### src/rtl/bfmc_pkg.sv
// constants for the battery fault and mode controller
package bfmc_pkg;
  localparam int          CLK_HZ           = 20000000;
  localparam int          CMD_BITS         = 22;
  // command bit positions, counted from 1 at the start bit
  localparam int          POS_MODE_LO      = 2;
  localparam int          POS_MODE_HI      = 3;
  localparam int          POS_SLEEP        = 13;
  localparam int          POS_RATIO0       = 14;
  localparam int          POS_CLEAR        = 17;
  localparam int          POS_EXPIRY0      = 18;
  localparam int          POS_REF_LO       = 21;
  localparam int          POS_REF_HI       = 22;
  // status word bit positions
  localparam int          ST_PRESENT       = 7;
  localparam int          ST_REVERSED      = 6;
  localparam int          ST_CEIL          = 5;
  localparam int          ST_FLOOR         = 4;
  localparam int          ST_HOT           = 3;
  localparam int          ST_COLD          = 2;
  localparam int          ST_TIMEOUT       = 1;
  localparam int          ST_FAILSAFE      = 0;
  localparam logic [2:0]  EXPIRY_RESET     = 3'h0;
  localparam logic [2:0]  EXPIRY_NONE      = 3'h7;
  localparam logic [2:0]  RATIO_FULL       = 3'h4;
  localparam logic [1:0]  MODE_IDLE        = 2'h0;
  localparam logic [1:0]  MODE_DRAIN       = 2'h1;
  localparam logic [1:0]  MODE_CHARGE      = 2'h2;
  localparam logic [1:0]  MODE_GAUGE       = 2'h3;
  // time base: 42 s duty period split into 16 slots, 2.625 s a tick
  localparam int          TICK_MS          = 2625;
  localparam int          TICK_CYCLES      = CLK_HZ / 1000 * TICK_MS;
  localparam int          SLOTS_PER_PERIOD = 16;
  // 5 minutes is 300000 ms, about 114.29 ticks, rounded down
  localparam int          BASE_MIN         = 5;
  localparam int          BASE_TICKS       = BASE_MIN * 60000 / TICK_MS;
  localparam int          OSC_KHZ          = 111;
  localparam int          OSC_CYCLES       = CLK_HZ / (OSC_KHZ * 1000);
  localparam int          SYNC_STAGES      = 3;
  typedef enum logic [1:0] {BFMC_WAIT, BFMC_SHIFT, BFMC_DONE} bfmc_link_e;
endpackage : bfmc_pkg

### src/rtl/bfmc_ctrl.sv
// battery fault latching, mode control, gate flip-flop and duty gating
`timescale 1ns/1ps
module bfmc_ctrl
  import bfmc_pkg::*;
(
  // clock and reset
  input  wire logic       clk_in,
  input  wire logic       reset_in,
  // serial command link from the controller
  input  wire logic       link_sel_n_in,
  input  wire logic       link_clk_in,
  input  wire logic       link_data_in,
  // analogue comparator outputs
  input  wire logic       pack_present_in,
  input  wire logic       pack_reversed_in,
  input  wire logic       cell_ceiling_in,
  input  wire logic       cell_floor_in,
  input  wire logic       hot_limit_in,
  input  wire logic       cold_limit_in,
  input  wire logic       current_trip_in,
  // status word for the read-back shifter
  output logic [7:0]      fault_status_word_out,
  // drives to the power stage
  output logic            drain_switch_drive_out,
  output logic            gate_drive_n_out,
  output logic            charge_loop_on_out,
  output logic            gauge_on_out,
  output logic            analog_power_out,
  output logic [1:0]      charge_ref_sel_out
);
  import bfmc_pkg::*;

  // ---------------- input synchronisation
  // link pins share the comparators' synchroniser, so clock and data keep their spacing
  logic [9:0] synced;
  bfmc_sync #(.WIDTH(10)) u_sync (
    .clk_in   (clk_in),
    .reset_in (reset_in),
    .async_in ({link_sel_n_in, link_clk_in, link_data_in, pack_present_in,
                pack_reversed_in, cell_ceiling_in, cell_floor_in, hot_limit_in,
                cold_limit_in, current_trip_in}),
    .sync_out (synced)
  );
  logic sel_n;
  logic sclk;
  logic sdata;
  logic present;
  logic reversed;
  logic ceiling;
  logic floor_hit;
  logic hot;
  logic cold;
  logic trip;
  assign {sel_n, sclk, sdata, present, reversed, ceiling, floor_hit, hot, cold, trip} = synced;

  // ---------------- serial command capture
  bfmc_link_e  link_state;
  logic        sclk_q;
  logic        sel_n_q;
  logic [4:0]  bit_pos;
  logic [1:0]  op_select;
  logic        sleep_bit;
  logic [2:0]  gating_ratio_sel;
  logic        latch_clear_bit;
  logic [2:0]  expiry_sel;
  logic [1:0]  charge_ref_sel;
  logic        clear_pulse;
  logic        sclk_rise;
  logic        sel_rise;
  assign sclk_rise = sclk && !sclk_q && !sel_n;
  assign sel_rise  = sel_n && !sel_n_q;

  always_ff @(posedge clk_in) begin
    if (reset_in) begin
      sclk_q  <= 1'b0;
      sel_n_q <= 1'b1;
    end else begin
      sclk_q  <= sclk;
      sel_n_q <= sel_n;
    end
  end

  // bit_pos names the command bit that the next link clock rise delivers
  always_ff @(posedge clk_in) begin
    if (reset_in) begin
      link_state <= BFMC_WAIT;
      bit_pos    <= 5'h0;
    end else if (sel_n) begin
      link_state <= BFMC_WAIT;
      bit_pos    <= 5'h0;
    end else if (sclk_rise) begin
      case (link_state)
        BFMC_WAIT: begin
          if (sdata) begin
            link_state <= BFMC_SHIFT;
            bit_pos    <= 5'(POS_MODE_LO);
          end
        end
        BFMC_SHIFT: begin
          if (bit_pos == 5'(CMD_BITS)) begin
            link_state <= BFMC_DONE;
          end else begin
            bit_pos <= bit_pos + 5'h1;
          end
        end
        BFMC_DONE: begin
          link_state <= BFMC_DONE;
        end
        default: begin
          link_state <= BFMC_WAIT;
        end
      endcase
    end
  end

  // each field is taken the moment its bit arrives, so mode changes early
  always_ff @(posedge clk_in) begin
    if (reset_in) begin
      op_select        <= MODE_IDLE;
      sleep_bit        <= 1'b0;
      gating_ratio_sel <= 3'h0;
      expiry_sel       <= EXPIRY_RESET;
      charge_ref_sel   <= 2'h0;
    end else if (sclk_rise && link_state == BFMC_SHIFT) begin
      case (bit_pos)
        5'(POS_MODE_LO):    op_select[0]        <= sdata;
        5'(POS_MODE_HI):    op_select[1]        <= sdata;
        5'(POS_SLEEP):      sleep_bit           <= sdata;
        5'(POS_RATIO0):     gating_ratio_sel[0] <= sdata;
        5'(POS_RATIO0 + 1): gating_ratio_sel[1] <= sdata;
        5'(POS_RATIO0 + 2): gating_ratio_sel[2] <= sdata;
        5'(POS_EXPIRY0):    expiry_sel[0]       <= sdata;
        5'(POS_EXPIRY0 + 1): expiry_sel[1]      <= sdata;
        5'(POS_EXPIRY0 + 2): expiry_sel[2]      <= sdata;
        5'(POS_REF_LO):     charge_ref_sel[0]   <= sdata;
        5'(POS_REF_HI):     charge_ref_sel[1]   <= sdata;
        default: begin
        end
      endcase
    end
  end

  // clear bit is held until select rises and fires one clear pulse on arrival
  always_ff @(posedge clk_in) begin
    if (reset_in) begin
      latch_clear_bit <= 1'b0;
      clear_pulse     <= 1'b0;
    end else begin
      clear_pulse <= 1'b0;
      if (sel_rise) begin
        latch_clear_bit <= 1'b0;
      end else if (sclk_rise && link_state == BFMC_SHIFT && bit_pos == 5'(POS_CLEAR)) begin
        latch_clear_bit <= sdata;
        clear_pulse     <= sdata;
      end
    end
  end

  // ---------------- common time base
  // one tick drives both the fail-safe timer and the 16-slot duty period
  logic [25:0] presc;
  logic        tick;
  always_ff @(posedge clk_in) begin
    if (reset_in) begin
      presc <= 26'h0;
      tick  <= 1'b0;
    end else if (presc == 26'(TICK_CYCLES - 1)) begin
      presc <= 26'h0;
      tick  <= 1'b1;
    end else begin
      presc <= presc + 26'h1;
      tick  <= 1'b0;
    end
  end

  // ---------------- fail-safe timer
  logic [14:0] timer_ticks;
  logic [14:0] limit_ticks;
  logic        timeout_flag;
  // limit doubles per code step; bounded by the 320-minute setting
  assign limit_ticks = 15'(BASE_TICKS) << expiry_sel;

  always_ff @(posedge clk_in) begin
    if (reset_in) begin
      timer_ticks  <= 15'h0;
      timeout_flag <= 1'b0;
    end else if (clear_pulse || latch_clear_bit) begin
      // held at zero for as long as the clear bit stands in this frame
      timer_ticks  <= 15'h0;
      timeout_flag <= 1'b0;
    end else begin
      if (tick && !timeout_flag) begin
        timer_ticks <= timer_ticks + 15'h1;
      end
      if (expiry_sel != EXPIRY_NONE && timer_ticks > limit_ticks) begin
        timeout_flag <= 1'b1;
      end
    end
  end

  // ---------------- fault evaluation
  logic drain_req;
  logic charge_req;
  logic drain_fault;
  logic charge_fault;
  logic failsafe_latched;
  logic timeout_live;
  logic drain_trip;
  logic charge_trip;
  assign drain_req    = !sleep_bit && op_select == MODE_DRAIN;
  assign charge_req   = !sleep_bit && op_select == MODE_CHARGE;
  // discharge ignores the ceiling comparator, charge ignores the floor one
  assign drain_fault  = !present || reversed || floor_hit || hot || cold || timeout_flag;
  assign charge_fault = !present || reversed || ceiling || hot || cold || timeout_flag;
  // the clear zeroes the timer in this cycle, so its old flag must not re-arm the latch
  assign timeout_live = timeout_flag && !clear_pulse;
  assign drain_trip   = drain_req && (floor_hit || hot || cold || timeout_live);
  assign charge_trip  = charge_req && (ceiling || hot || cold || timeout_live);

  // a fault arriving with the clear pulse still latches
  always_ff @(posedge clk_in) begin
    if (reset_in) begin
      failsafe_latched <= 1'b0;
    end else if (drain_trip || charge_trip) begin
      failsafe_latched <= 1'b1;
    end else if (clear_pulse) begin
      failsafe_latched <= 1'b0;
    end
  end

  // ---------------- duty ratio generator
  logic [3:0] slot;
  logic       duty_on;
  logic [4:0] on_slots;
  always_ff @(posedge clk_in) begin
    if (reset_in) begin
      slot <= 4'h0;
    end else if (tick) begin
      slot <= slot + 4'h1;
    end
  end
  // code n on for 2^n of 16 slots; test codes treated as full on
  assign on_slots = (gating_ratio_sel >= RATIO_FULL) ? 5'(SLOTS_PER_PERIOD)
                                                     : (5'h1 << gating_ratio_sel);
  assign duty_on  = ({1'b0, slot} < on_slots);

  // ---------------- 111 kHz oscillator and gate flip-flop
  // the strobe period rounds down to whole cycles, so it runs a little above 111 kHz
  logic [7:0] osc_cnt;
  logic       osc_edge;
  logic       gate_ff;
  always_ff @(posedge clk_in) begin
    if (reset_in) begin
      osc_cnt  <= 8'h0;
      osc_edge <= 1'b0;
    end else if (osc_cnt == 8'(OSC_CYCLES - 1)) begin
      osc_cnt  <= 8'h0;
      osc_edge <= 1'b1;
    end else begin
      osc_cnt  <= osc_cnt + 8'h1;
      osc_edge <= 1'b0;
    end
  end

  logic loop_run;
  assign loop_run = charge_req && !charge_fault && !failsafe_latched && duty_on;

  // a trip in the same cycle as the set edge wins, keeping the switch off
  always_ff @(posedge clk_in) begin
    if (reset_in) begin
      gate_ff <= 1'b0;
    end else if (!loop_run || trip) begin
      gate_ff <= 1'b0;
    end else if (osc_edge) begin
      gate_ff <= 1'b1;
    end
  end

  // ---------------- registered outputs
  // a sleep request drops the drain, charge loop and gauge drives in the same cycle as analogue power; gate drive follows one cycle later
  always_ff @(posedge clk_in) begin
    if (reset_in) begin
      drain_switch_drive_out <= 1'b0;
      gate_drive_n_out       <= 1'b1;
      charge_loop_on_out     <= 1'b0;
      gauge_on_out           <= 1'b0;
      analog_power_out       <= 1'b1;
      charge_ref_sel_out     <= 2'h0;
    end else begin
      drain_switch_drive_out <= drain_req && !drain_fault && !failsafe_latched;
      gate_drive_n_out       <= !gate_ff;
      charge_loop_on_out     <= loop_run;
      gauge_on_out           <= !sleep_bit && op_select == MODE_GAUGE;
      analog_power_out       <= !sleep_bit;
      charge_ref_sel_out     <= charge_ref_sel;
    end
  end

  // comparator flags are passed live; only timeout and fail-safe are held
  always_ff @(posedge clk_in) begin
    if (reset_in) begin
      fault_status_word_out <= 8'h0;
    end else begin
      fault_status_word_out[ST_PRESENT]  <= present;
      fault_status_word_out[ST_REVERSED] <= reversed;
      fault_status_word_out[ST_CEIL]     <= ceiling;
      fault_status_word_out[ST_FLOOR]    <= floor_hit;
      fault_status_word_out[ST_HOT]      <= hot;
      fault_status_word_out[ST_COLD]     <= cold;
      fault_status_word_out[ST_TIMEOUT]  <= timeout_flag;
      fault_status_word_out[ST_FAILSAFE] <= failsafe_latched;
    end
  end
endmodule : bfmc_ctrl

### src/rtl/bfmc_sync.sv
// three-stage input synchroniser; output moves once stages two and three agree
`timescale 1ns/1ps
module bfmc_sync #(
  parameter int WIDTH = 1
) (
  // clock and reset
  input  wire logic             clk_in,
  input  wire logic             reset_in,
  // asynchronous levels in, clean levels out
  input  wire logic [WIDTH-1:0] async_in,
  output logic      [WIDTH-1:0] sync_out
);
  import bfmc_pkg::*;
  logic [WIDTH-1:0] stage_a;
  logic [WIDTH-1:0] stage_b;
  logic [WIDTH-1:0] stage_c;

  always_ff @(posedge clk_in) begin
    if (reset_in) begin
      stage_a <= '0;
      stage_b <= '0;
      stage_c <= '0;
    end else begin
      stage_a <= async_in;
      stage_b <= stage_a;
      stage_c <= stage_b;
    end
  end

  genvar i;
  generate
    for (i = 0; i < WIDTH; i++) begin : g_bit
      always_ff @(posedge clk_in) begin
        if (reset_in) begin
          sync_out[i] <= 1'b0;
        end else if (stage_b[i] == stage_c[i]) begin
          sync_out[i] <= stage_c[i];
        end
      end
    end
  endgenerate
endmodule : bfmc_sync
### config.mk
export PLATFORM = sky130hd
export DESIGN_NAME = bfmc_ctrl
export DESIGN_NICKNAME = d
export VERILOG_FILES = /design/src/rtl/bfmc_pkg.sv /design/src/rtl/bfmc_ctrl.sv /design/src/rtl/bfmc_sync.sv
export SDC_FILE = /design/constraint.sdc
export NUM_CORES = 1
export LEC_CHECK = 0
export BUFFER_PORTS_ARGS = -buffer_cell sky130_fd_sc_hd__buf_4
export CAP_MARGIN = 15
export CORE_AREA = 2 2 132 95
export DETAILED_ROUTE_END_ITERATION = 7
export DIE_AREA = 0 0 134 97
export GPL_TIMING_DRIVEN = 0
export HOLD_SLACK_MARGIN = 0.12
export PLACE_DENSITY = 0.68
export SKIP_CTS_REPAIR_TIMING = 1
export SYNTH_ARGS = -nofsm -noshare
export SYNTH_HDL_FRONTEND = slang
export SYNTH_SLANG_ARGS = --single-unit
### constraint.sdc
create_clock -name clk_in -period 3 [get_ports clk_in]
set_clock_uncertainty 0.1 [all_clocks]
set_input_delay 0.3 -clock clk_in [delete_from_list [all_inputs] [get_ports clk_in]]
set_output_delay 0.3 -clock clk_in [all_outputs]
set_load 0.05 [all_outputs]
# --- Word level (Yosys, flattened, before mapping) ---
# Cells that the tools add are included.
word_totals:
  regBits: 135
  inputBits: 12
  output_inout_bits: 15
  wordCells: 172
classes:
  n_addsub: 5
  n_lt_le_gt_ge: 3
  eq_ne: 33
  n_shift: 2
  n_mux: 11
  bitwise: 1
  n_reduce_logical: 71
op_table:
  columns: ["operator", "n"]
  rows:
  - ["$eq 5x5->1 const B", 7]
  - ["$add 26x1->26 const B", 1]
  - ["$eq 26x26->1 const B", 1]
  - ["$reduce_and 2->1", 11]
  - ["$logic_and 1x1->1", 18]
  - ["$logic_or 1x1->1", 18]
  - ["$add 15x1->15 const B", 1]
  - ["$eq 5x4->1 const B", 3]
  - ["$gt 15x15->1", 1]
  - ["$mux 5", 3]
  - ["$shl 7x3->15 const A", 1]
  - ["$logic_not 1->1", 12]
  - ["$reduce_or 2->1", 6]
  - ["$eq 1x1->1", 10]
  - ["$eq 5x2->1 const B", 2]
  - ["$pmux 5 s2", 1]
  - ["$add 8x1->8 const B", 1]
  - ["$eq 8x8->1 const B", 1]
  - ["$eq 2x2->1 const B", 3]
  - ["$pmux 2 s3", 1]
  - ["$add 5x1->5 const B", 1]
  - ["$lt 4x5->1", 1]
  - ["$shl 1x3->5 const A", 1]
  - ["$add 4x1->4 const B", 1]
  - ["other kinds (13)", 20]

# --- Logic depth before layout (Yosys ltp) ---
# Gate-level depths: netlist of run 1.
depth:
  word_depth: 13
  depth_mapped: 8
  mapped_depth_nobuf: 8

# --- Hierarchy ---
# Synthesis of run 1 repeated with hierarchy kept, for this count alone.
hier_totals:
  cells_unflattened: 623
  hier_area_um2: 5858.1
by_module_without_submodules:
  columns: ["mod", "n_inst", "cells_each", "area_each_um2", "seq_area_each_um2"]
  rows:
  - ["bfmc_ctrl", 1, 519, 4712.0, 1901.8]
  - ["bfmc_sync", 1, 104, 1146.1, 800.8]

# --- Worst setup path after synthesis of run 1 ---
# OpenSTA, ideal clock, no wires.
synth_path:
  path_kind: "register -> register"
  start: "register expiry_sel[1]"
  end: "register timeout_flag"
  setup_time_ps: 125
  arrival_ps: 2215
  required_time_ps: 2775
  setup_slack_ps: 560
  path_stages_with_launch: 9
  n_path_buf: 0
  synth_period_minus_slack_ps: 2440
  path_cell_list: "dfxtp_1 -> inv_1 -> ha_1 -> or2_2 -> ha_1 -> a211oi_1 -> nor2_1 -> o31a_1 -> o41a_1"
synth_between:
  elab_chain_cells: 3
  elab_cells_between_ends: 4
  cone_classes: "1 x order compare; 1 x eq/ne; 1 x shift; 1 x reduce/logical"
synth_lines:
  columns: ["element", "line_no", "text"]
  rows:
  - ["from (decl)", "bfmc_ctrl.sv:65", "logic [2:0] expiry_sel;"]
  - ["from (signal assigned)", "bfmc_ctrl.sv:133", "5'(POS_EXPIRY0 + 1): expiry_sel[1] <= sdata;"]
  - ["$shl 7x3->15", "bfmc_ctrl.sv:181", "assign limit_ticks = 15'(BASE_TICKS) << expiry_sel;"]
  - ["$gt 15x15->1", "bfmc_ctrl.sv:195", "if (expiry_sel != EXPIRY_NONE && timer_ticks > limit_ticks) begin"]
  - ["$logic_and 1x1->1 *", "bfmc_ctrl.sv:195", null]
  - ["to (signal assigned)", "bfmc_ctrl.sv:186", "timeout_flag <= 1'b0;"]
  - ["to (signal assigned)", "bfmc_ctrl.sv:190", "timeout_flag <= 1'b0;"]
  - ["to (signal assigned)", "bfmc_ctrl.sv:196", "timeout_flag <= 1'b1;"]
  - ["to (decl)", "bfmc_ctrl.sv:179", "logic timeout_flag;"]
# Mark *: on every way between the ends. The rest lies on a longest branch, timed or not.
# A chain may end at the register's enable or synchronous reset.

# --- Worst setup path after layout of run 1 ---
# Same ends and word-level chain as after synthesis.

==> summary.txt, run 1 <==
Status
  • Status: complete, no violations

Cells and area
  • Ant diodes: 0
  • Final net count: 722
  • Layout area overhead: 19.47%
  • Final Util: between 50 and 60%
  • Share of layout cells above drive strength 1: 9.855%

Setup path
  • Crit Reg-Reg Startpoint: expiry_sel[1]
  • CP Max Fanout: 9
  • Worst Setup SP: expiry_sel[1]
  • Worst path max stage delay: 500 ps
  • Top cell by count, worst path: ha_1
  • Reg2reg end: timeout_flag
  • R2r setup slk: ~290 ps
  • Crit end category: flop
  • CP Data Arrival Time: 2900 ps
  • CP Class: flop to flop
  • Buffer and inverter count on the worst path: 1
  • CP endpoint: timeout_flag
  • R2r worst-path depth: 8
  • Worst Path Required: 3190 ps
  • Largest delay share family, worst path: compound AO/OA/AOI/OAI gates
  • Worst Setup Start Kind: flop
  • Slowest CP cell: dfxtp_1
  • Crit path depth: 8
  • Worst path cell trace: inv_1 -> ha_1 -> or2_2 -> ha_1 -> a211oi_1 -> nor2_1 -> o31a_1 -> o41a_1

Global route
  • First-pass GRT wire length: 20580 µm
  • Initial antenna violation count: 0
  • Total gr overflow: 0
  • Global Route Usage Sum: about a fifth
  • Pin count of the biggest net entering global routing: 17
  • Number of global-route vias before repair: 4234

Clock tree
  • CTS sink cnt: 135
  • Clock Tree Buf Depth: 2
  • Htree depth: 4
  • CTS buffer count: 17
  • CTS tree: built
  • Clock Latency Late Sink: 410 ps
  • Clock slew at reported path FFs: about 60 ps
  • Clock Tree Root: clkbuf_16

Place
  • I/O Buffers: 26
  • DPL Wire Length: roughly 8500 µm
  • Pre-CTS WS: 349.1 ps
  • Routability cong.: 0.8275

Floorplan
  • DIE AREA: 13000 µm²
  • Chip width: 134 µm
  • Die H: 97 µm
  • # IOs: 27
  • Core ar.: approximately 12000 µm²
  • Num rows: 33
  • Initial cell density of the core: 49.51%

Logic synthesis
  • EDFF count, synth: 0
  • Largest cells by area after synthesis: dfxtp_1 (47%), ha_1 (7.2%), nor2b_1 (4.8%)
  • Synth Instances: 621
  • Post-synthesis adder-cell area fraction: 7.188%
  • Yosys cell types: 44
  • Cell taking the most area after synthesis: dfxtp_1
  • Dominant synthesized flop cell: dfxtp_1
  • YS warnings: 0
  • Syn_nets: 666
  • Post-synth top area share: 47.05%
  • Synthesized cell area: between 5000 and 6000 µm²
  • Xor and xnor area share after synthesis: 4.727%
  • Largest family of logic cells by synthesized area: simple AND/OR/NAND/NOR gates
  • Mapped Avg Cell Area: about 9.3 µm²
  • Async S/R FF share, synth: 0%
  • Simple-gate share of the synthesized area: 26.01%
  • Seq cells post-synth: around 140
  • Mux cell area share after synthesis: 2.440%
  • Sequential share of the synthesized area: between 40% and 50%
  • Synth Area in Compound Gates: 9.323%

Power
  • Pwr Total: approximately 4 mW
  • Pwr/cell area: between 500 and 600 nW/µm²
  • Static leakage: 2.603 nW
  • Peak supply drop: 412.1 µV

Route
  • Post-DR wirelength/cell: 14.55 µm
  • Drt pass-1 iters: 5
  • DR iter-0 viols: 284
  • Number of remaining DRC errors: 0
  • Routed Antenna Nets: 0
  • Vias: about 4600
  • WL final: 12320 µm
  • Vias per std cell: 5.453

Hold path
  • Worst hold path type: flop to flop

STA
  • Fin crit share: 90.49%
  • Setup WS post-layout: approximately 290 ps
  • Final Hold Vio Count: 0
  • RSZ-0062 raised after global routing: no
  • Fmax: 368.4 MHz
  • Final Max Slew Viols: 0
  • Setup TNS: 0 ps
  • Slew margin rel.: between 50% and 60%
  • Least-Margin Pin Slew: 681.0 ps
  • Min Hold Slack: 314.9 ps
  • Setup Viol. Count Final: 0
  • Minimum clock period: 2715 ps

Run
  • Max Cap Viol: 0
-- cells by family (layout without fill, tap and decap cells) --
group,Yosys count,after routing
buffers and inverters,47,116
xor gates and xnor gates,31,31
DFF,135,135
adders and majority gates,33,33
AOI/OAI and AO/OA,91,91
muxes,14,14
and+or+nand+nor,270,270
-- area by class of cell --
cell class,count,area (µm²)
plain buffers,25,105.1
well taps,157,196.4
repair buffers,37,305.3
clock buffers,18,429.2
clock inverters,14,187.7
fillers,940,4740
multi-input cells,439,2854
flip-flops and latches,135,2703
inverters,22,82.58
-- metal layers --
| metal | routed length (µm) | global-route usage (%) |
|---|---|---|
| met1 | 6129 | 27.80 |
| met2 | 5468 | 29.19 |
| met3 | 590 | 5.294 |
| met4 | 136 | 6.219 |
| met5 | 0 | 0 |
-- cell usage after synthesis (all sizes together), types with 3 or more instances --
cell type / n
nor2: 55
a21oi: 38
nor3: 13
inv: 22
nor2b: 44
mux2i: 14
nor4b: 5
nand2: 41
nor3b: 4
a211oi: 3
xor2: 17
or2: 6
nand4: 23
nand3b: 3
or4: 9
and4: 4
and3: 8
o21ai: 26
dfxtp: 135
o21bai: 3
a221oi: 3
o31ai: 9
ha: 33
or3: 10
nand4b: 4
nor4: 6
nand3: 17
clkbuf: 23
nand2b: 11
xnor2: 14
-- flip-flops by register name, indices dropped and copies added (netlist names), 4 cells and up --
signal                 count
bit_pos                    5
fault_status_word_out      8
osc_cnt                    8
presc                     26
slot                       4
timer_ticks               15
u_sync.stage_a            10
u_sync.stage_b            10
u_sync.stage_c            10
u_sync.sync_out           10
-- metrics by stage --
| stage | cells | cell area [µm²] |
|---|---|---|
| CTS | 836 | 6753 |
| detailed placement | 804 | 6136 |
| global placement | 804 | 6136 |
| floorplan | 621 | 5744 |
| global route | 847 | 6863 |
| finish | 847 | 6863 |
-- worst min path at each step --
stage / slack (ps) / start / cells after the start / end
final: 310 / gate_ff / 1 / gate_drive_n_out
after global routing: 340 / gate_ff / 1 / gate_drive_n_out
after floorplan: 270 / gate_ff / 1 / gate_drive_n_out
after global placement: 300 / gate_ff / 1 / gate_drive_n_out
after detailed placement: 290 / gate_ff / 1 / gate_drive_n_out
after CTS: -20 / pack_present_in / 2 / u_sync.stage_a[6]
-- cells in the final DEF (no fill, tap or decap), drive strengths merged, types with 13 or more instances in the layout --
| cell | n |
|---|---|
| xnor2 | 14 |
| nor2 | 55 |
| nand4 | 23 |
| o21ai | 26 |
| dfxtp | 135 |
| inv | 28 |
| buf | 28 |
| nor2b | 44 |
| a21oi | 38 |
| nand2 | 41 |
| mux2i | 14 |
| clkbuf | 41 |
| ha | 33 |
| nor3 | 13 |
| nand3 | 17 |
| xor2 | 17 |
-- report_power, final --
part           switching (mW)  leakage (nW)  internal [mW]
Combinational          0.0504          1.21         0.0413
Clock                   0.842         0.298           1.33
Sequential             0.0125          1.09           1.82
No activity file was read; power rests on OpenSTA's default activity.
==> run 2: changes to the inputs <==
clock period = 2.5 ns   (was 3 ns; I/O delays follow)
==> run 2 against run 1 <==
Sequential share of layout area decreased by 0.13 points. Worst hold slack about the same. Utilization increased by 0.37 points. Total power increased by 20%. Via count increased by 0.15%. Critical endpoint unchanged.
==> summary.txt, run 2 (synthesis results as in run 1) <==
Status
  • Status: complete, no violations

STA
  • RSZ-0062 raised after global routing: no
  • Final Hold Vio Count: 0 (unchanged)
  • Least-Margin Pin Slew: 650.2 ps (-30.72 ps)
  • Fin crit share: 96.50% (+6.0 points)
  • Final Max Slew Viols: 0 (unchanged)
  • Minimum clock period: 2412 ps (-302.1 ps)
  • Min Hold Slack: 315.2 ps (+0.2960 ps)
  • Fmax: 414.5 MHz (+13%)
  • Setup Viol. Count Final: 0 (unchanged)
  • Slew margin rel.: 56.65% (+2.0 points)

Place
  • Routability cong.: 0.8275 (unchanged)
  • DPL Wire Length: 8470 µm (unchanged)
  • I/O Buffers: 26 (unchanged)

Setup path
  • CP Data Arrival Time: 2600 ps (-300 ps)
  • Worst Setup Start Kind: flop
  • Crit end category: flop
  • CP Class: flop to flop
  • CP Max Fanout: 7 (-2)
  • Worst Path Required: 2690 ps (-500 ps)

Route
  • Vias per std cell: 5.455 (about the same)
  • Met2 wire length: 5502 µm (+0.62%)
  • WL final: 12370 µm (+0.36%)
  • Metal1 wirelength: 6252 µm (+2.0%)
  • Vias: 4626 (+0.15%)
  • Routed Antenna Nets: 0 (unchanged)
  • Met3 WL post-DR: 477 µm (-19%)
  • Top sig layer: met4
  • Post-DR wirelength/cell: 14.58 µm (+0.24%)
  • DR iter-0 viols: 278 (-2.1%)
  • Number of remaining DRC errors: 0 (unchanged)
  • Drt pass-1 iters: 8 (+3)

Cells and area
  • Commonest cells after routing, fill and taps aside: dfxtp_1 (133), nor2_1 (55), nor2b_1 (44)
  • Share of layout cells above drive strength 1: 11.29% (+1.4 points)
  • Top Registers: presc x26, timer_ticks x15
  • Max FFs per register: 26 (unchanged)
  • Layout area overhead: 20.21%
  • Commonest non-fill, non-tap cell in the layout: dfxtp_1
  • Top reg by flops: presc
  • Final net count: 723 (+0.14%)
  • Ant diodes: 0 (unchanged)

Power
  • Static leakage: 2.621 nW (+0.69%)
  • Pwr Total: 4.920 mW (+20%)
  • Pwr/cell area: 712.6 nW/µm² (+19%)
  • Peak supply drop: 496.7 µV (+21%)

Floorplan
  • Initial cell density of the core: 49.51% (unchanged)
  • Core ar.: 11600 µm² (unchanged)
  • Die H: 97 µm (unchanged)
  • Chip width: 134 µm (unchanged)
  • # IOs: 27 (unchanged)
  • DIE AREA: 13000 µm² (unchanged)
  • Num rows: 33 (unchanged)

Clock tree
  • CTS tree: built
  • Clock slew at reported path FFs: 60 ps (about the same)
  • Clock Tree Root: clkbuf_16
  • Htree depth: 4 (unchanged)
  • Clock Tree Buf Depth: 2 (unchanged)
  • CTS buffer count: 17 (unchanged)
  • Clock Latency Late Sink: 420 ps (about the same)
  • CTS sink cnt: 135 (unchanged)

Hold path
  • Worst hold path type: flop to flop

Global route
  • Number of global-route vias before repair: 4234 (unchanged)
  • Pin count of the biggest net entering global routing: 17 (unchanged)
  • Total gr overflow: 0 (unchanged)
  • Global Route Usage Sum: 19.68% (unchanged)
  • First-pass GRT wire length: 20580 µm (unchanged)
  • Initial antenna violation count: 0 (unchanged)

Run
  • Max Cap Viol: 0 (unchanged)
[run 2: power by group]
part           switching (mW)  total [mW]  internal [mW]
registers              0.0153        2.19           2.18
clock network            1.02        2.62           1.60
logic                  0.0606       0.111         0.0503
total                    1.09        4.92           3.83
[run 2: area by class of cell]
cell class,instances,area (µm²)
timing repair buffer,39,320.3
multi-input combinational,439,2875
clock buffer,18,429.2
sequential,135,2710
inverter,22,82.58
fill,939,4697
buffer,24,103.9
tap,157,196.4
clock inverter,14,187.7
[run 2: final timing paths]
check                     start               end  slack, ps  cells past startpoint
hold reg to reg         gate_ff  gate_drive_n_out        320                      1
setup reg to reg  expiry_sel[0]      timeout_flag         90                      8
hold / removal          gate_ff  gate_drive_n_out        320                      1
setup / recovery  expiry_sel[0]      timeout_flag         90                      8
[run 2: through the flow]
step                instance area, µm²  utilization, %  TNS, ps  cells  worst slack, ps
floorplan                         5744               -        0    621            60.27
global placement                  6136           52.88   -154.3    804           -122.7
detailed placement                6136           52.88   -594.8    804           -150.9
CTS                               6753           58.20   -753.9    836           -176.8
global route                      6905           59.52        0    848            7.406
finish                            6905           59.52        0    848            87.53
[run 2: layer usage]
metal  up-vias  track usage, %
met1      2229           27.80
met2        92           29.19
met3        12           5.294
met4         0           6.219
met5         -               0
li1       2293               -
[run 2: critical path, stage by stage (launching register included)]
cell and delay, ps:
dfxtp_4 390, inv_2 70, ha_1 300, or2_2 310, ha_4 230, a211oi_2 210, nor2_1 80, o31a_1 280
o41a_1 320
==> run 3: changes to the inputs <==
CORE_AREA = 2 2 130 81   (was 2 2 132 95)
DIE_AREA = 0 0 132 83   (was 0 0 134 97)
PLACE_DENSITY = 0.79   (was 0.68)
SKIP_LAST_GASP = 1   (was not set)
==> run 3 against run 2 <==
Combinational power barely moved. Total power shrank 2.6%. Register-to-register slack worse by 50 ps.
==> summary.txt, run 3 (synthesis results as in run 1) <==
Status
  • Status: complete, no violations

Place
  • Placed cell areas: 6108 µm² (-0.45%)
  • Placed cells: 782 (-2.7%)
  • I/O Buffers: 26 (unchanged)
  • Pre-CTS WS: -183.9 ps (-32.98 ps)
  • DPL Wire Length: 8831 µm (+4.3%)
  • Routability cong.: 0.8858 (+7.0%)

Clock tree
  • Clock Tree Buf Depth: 2 (unchanged)
  • Htree depth: 4 (unchanged)
  • Clock Latency Late Sink: 410 ps (about the same)
  • Clock slew at reported path FFs: 60 ps (about the same)
  • CTS sink cnt: 135 (unchanged)
  • CTS buffer count: 17 (unchanged)
  • CTS tree: built
  • Clock Tree Root: clkbuf_16

Route
  • Post-DR wirelength/cell: 15.95 µm (+9.4%)
  • Vias: 4743 (+2.5%)
  • Number of remaining DRC errors: 0 (unchanged)
  • Drt pass-1 iters: 6 (-2)
  • Routed Antenna Nets: 0 (unchanged)
  • WL final: 13150 µm (+6.3%)
  • Vias per std cell: 5.756 (+5.5%)
  • DR iter-0 viols: 380 (+37%)

Cells and area
  • Final Util: 70.45% (+11 points)
  • Post-route insts no fill: 824 (-2.8%)
  • Storage cell area: 2710 µm² (unchanged)
  • Max FFs per register: 26 (unchanged)
  • Final net count: 721 (-0.28%)
  • Top Registers: presc x26, timer_ticks x15
  • Ant diodes: 0 (unchanged)
  • Fillers: 736 (-22%)
  • Commonest non-fill, non-tap cell in the layout: dfxtp_1
  • Multi-input gate area: 2869 µm² (-0.22%)
  • Share of layout cells above drive strength 1: 11.18% (-0.11 points)
  • Top reg by flops: presc
  • Layout area overhead: 19.02%
  • Commonest cells after routing, fill and taps aside: dfxtp_1 (133), nor2_1 (55), nor2b_1 (44)
  • Final instance area: 6837 µm² (-1.0%)

Setup path
  • Worst path cell trace: inv_1 -> ha_1 -> or2_2 -> ha_1 -> a211oi_2 -> nor2_1 -> o31a_1 -> o41a_1
  • Worst Setup Start Kind: flop
  • CP Max Fanout: 9 (+2)
  • Largest delay share family, worst path: compound AO/OA/AOI/OAI gates
  • Slowest CP cell: dfxtp_4
  • CP Data Arrival Time: 2650 ps (+50 ps)
  • Worst path max stage delay: 390 ps (about the same)
  • Crit end category: flop
  • Buffer and inverter count on the worst path: 1 (unchanged)
  • CP Class: flop to flop
  • Top cell by count, worst path: ha_1
  • Worst Path Required: 2690 ps (about the same)

Floorplan
  • Die H: 83 µm (-14%)
  • Chip width: 132 µm (-1.5%)
  • DIE AREA: 10960 µm² (-16%)
  • # IOs: 27 (unchanged)
  • Num rows: 28 (-15%)
  • Core ar.: 9704 µm² (-16%)
  • Initial cell density of the core: 59.19% (+9.7 points)

STA
  • Minimum clock period: 2463 ps (+50.58 ps)
  • Setup WS post-layout: 36.95 ps (-50.58 ps)
  • Least-Margin Pin Slew: 665.4 ps (+15.13 ps)
  • Setup TNS: 0 ps (unchanged)
  • RSZ-0062 raised after global routing: yes
  • Fin crit share: 98.52% (+2.0 points)
  • Final Hold Vio Count: 0 (unchanged)
  • Fmax: 406.0 MHz (-2.1%)
  • Final Max Slew Viols: 0 (unchanged)
  • Slew margin rel.: 55.64% (-1.0 points)
  • Setup Viol. Count Final: 0 (unchanged)

Power
  • Static leakage: 2.609 nW (-0.46%)
  • Peak supply drop: 592.5 µV (+19%)
  • Pwr/cell area: 700.7 nW/µm² (-1.7%)

Run
  • Max Cap Viol: 0 (unchanged)

Global route
  • Total gr overflow: 0 (unchanged)
  • Pin count of the biggest net entering global routing: 17 (unchanged)
  • Initial antenna violation count: 0 (unchanged)
  • Global Route Usage Sum: 23.90% (+4.2 points)
  • Number of global-route vias before repair: 4404 (+4.0%)
  • First-pass GRT wire length: 21050 µm (+2.3%)

Hold path
  • Worst hold path type: flop to flop
## run 3: metal layers
layer	global-route usage (%)	part of all wire (%)	vias to the layer above
met1	33.27	47	2294
met4	5.830	0.70	0
met5	0	0	-
li1	-	-	2290
met2	36.93	45	148
met3	6.593	6.8	11
## run 3: worst register-to-register path, stage by stage, from the launching register on
cell and delay (ps):
dfxtp_4 390, inv_1 100, ha_1 300, or2_2 280, ha_1 320, a211oi_2 200, nor2_1 80, o31a_1 280
o41a_1 300
## run 3: final timing paths
path                                     from          endpoint  slack (ps)  cells past startpoint
worst max register to register  expiry_sel[1]      timeout_flag          40                      8
worst min-delay path                  gate_ff  gate_drive_n_out         320                      1
worst min register to register        gate_ff  gate_drive_n_out         320                      1
worst max-delay path            expiry_sel[1]      timeout_flag          40                      8
## run 3: final cells by class
| class | count | share of cell area (%) |
|---|---|---|
| Sequential cell | 135 | 39.64 |
| Timing Repair Buffer | 37 | 4.466 |
| Clock inverter | 13 | 2.105 |
| Buffer | 24 | 1.519 |
| Multi-Input combinational cell | 439 | 41.97 |
| Inverter | 22 | 1.208 |
| Tap cell | 135 | 2.471 |
| Clock buffer | 19 | 6.625 |
## run 3: through the flow
stage	hold WS, ps	power [mW]
floorplan	233.5	2.298
global placement	290.5	2.334
detailed placement	286.4	2.339
CTS	-60.25	4.804
global route	346.6	4.943
finish	320.8	4.791
## run 3: where the power goes
group / internal (mW) / switching (mW)
combinational: 0.0502 / 0.0627
sequential: 2.18 / 0.0166
clock: 1.53 / 0.950
total: 3.76 / 1.03
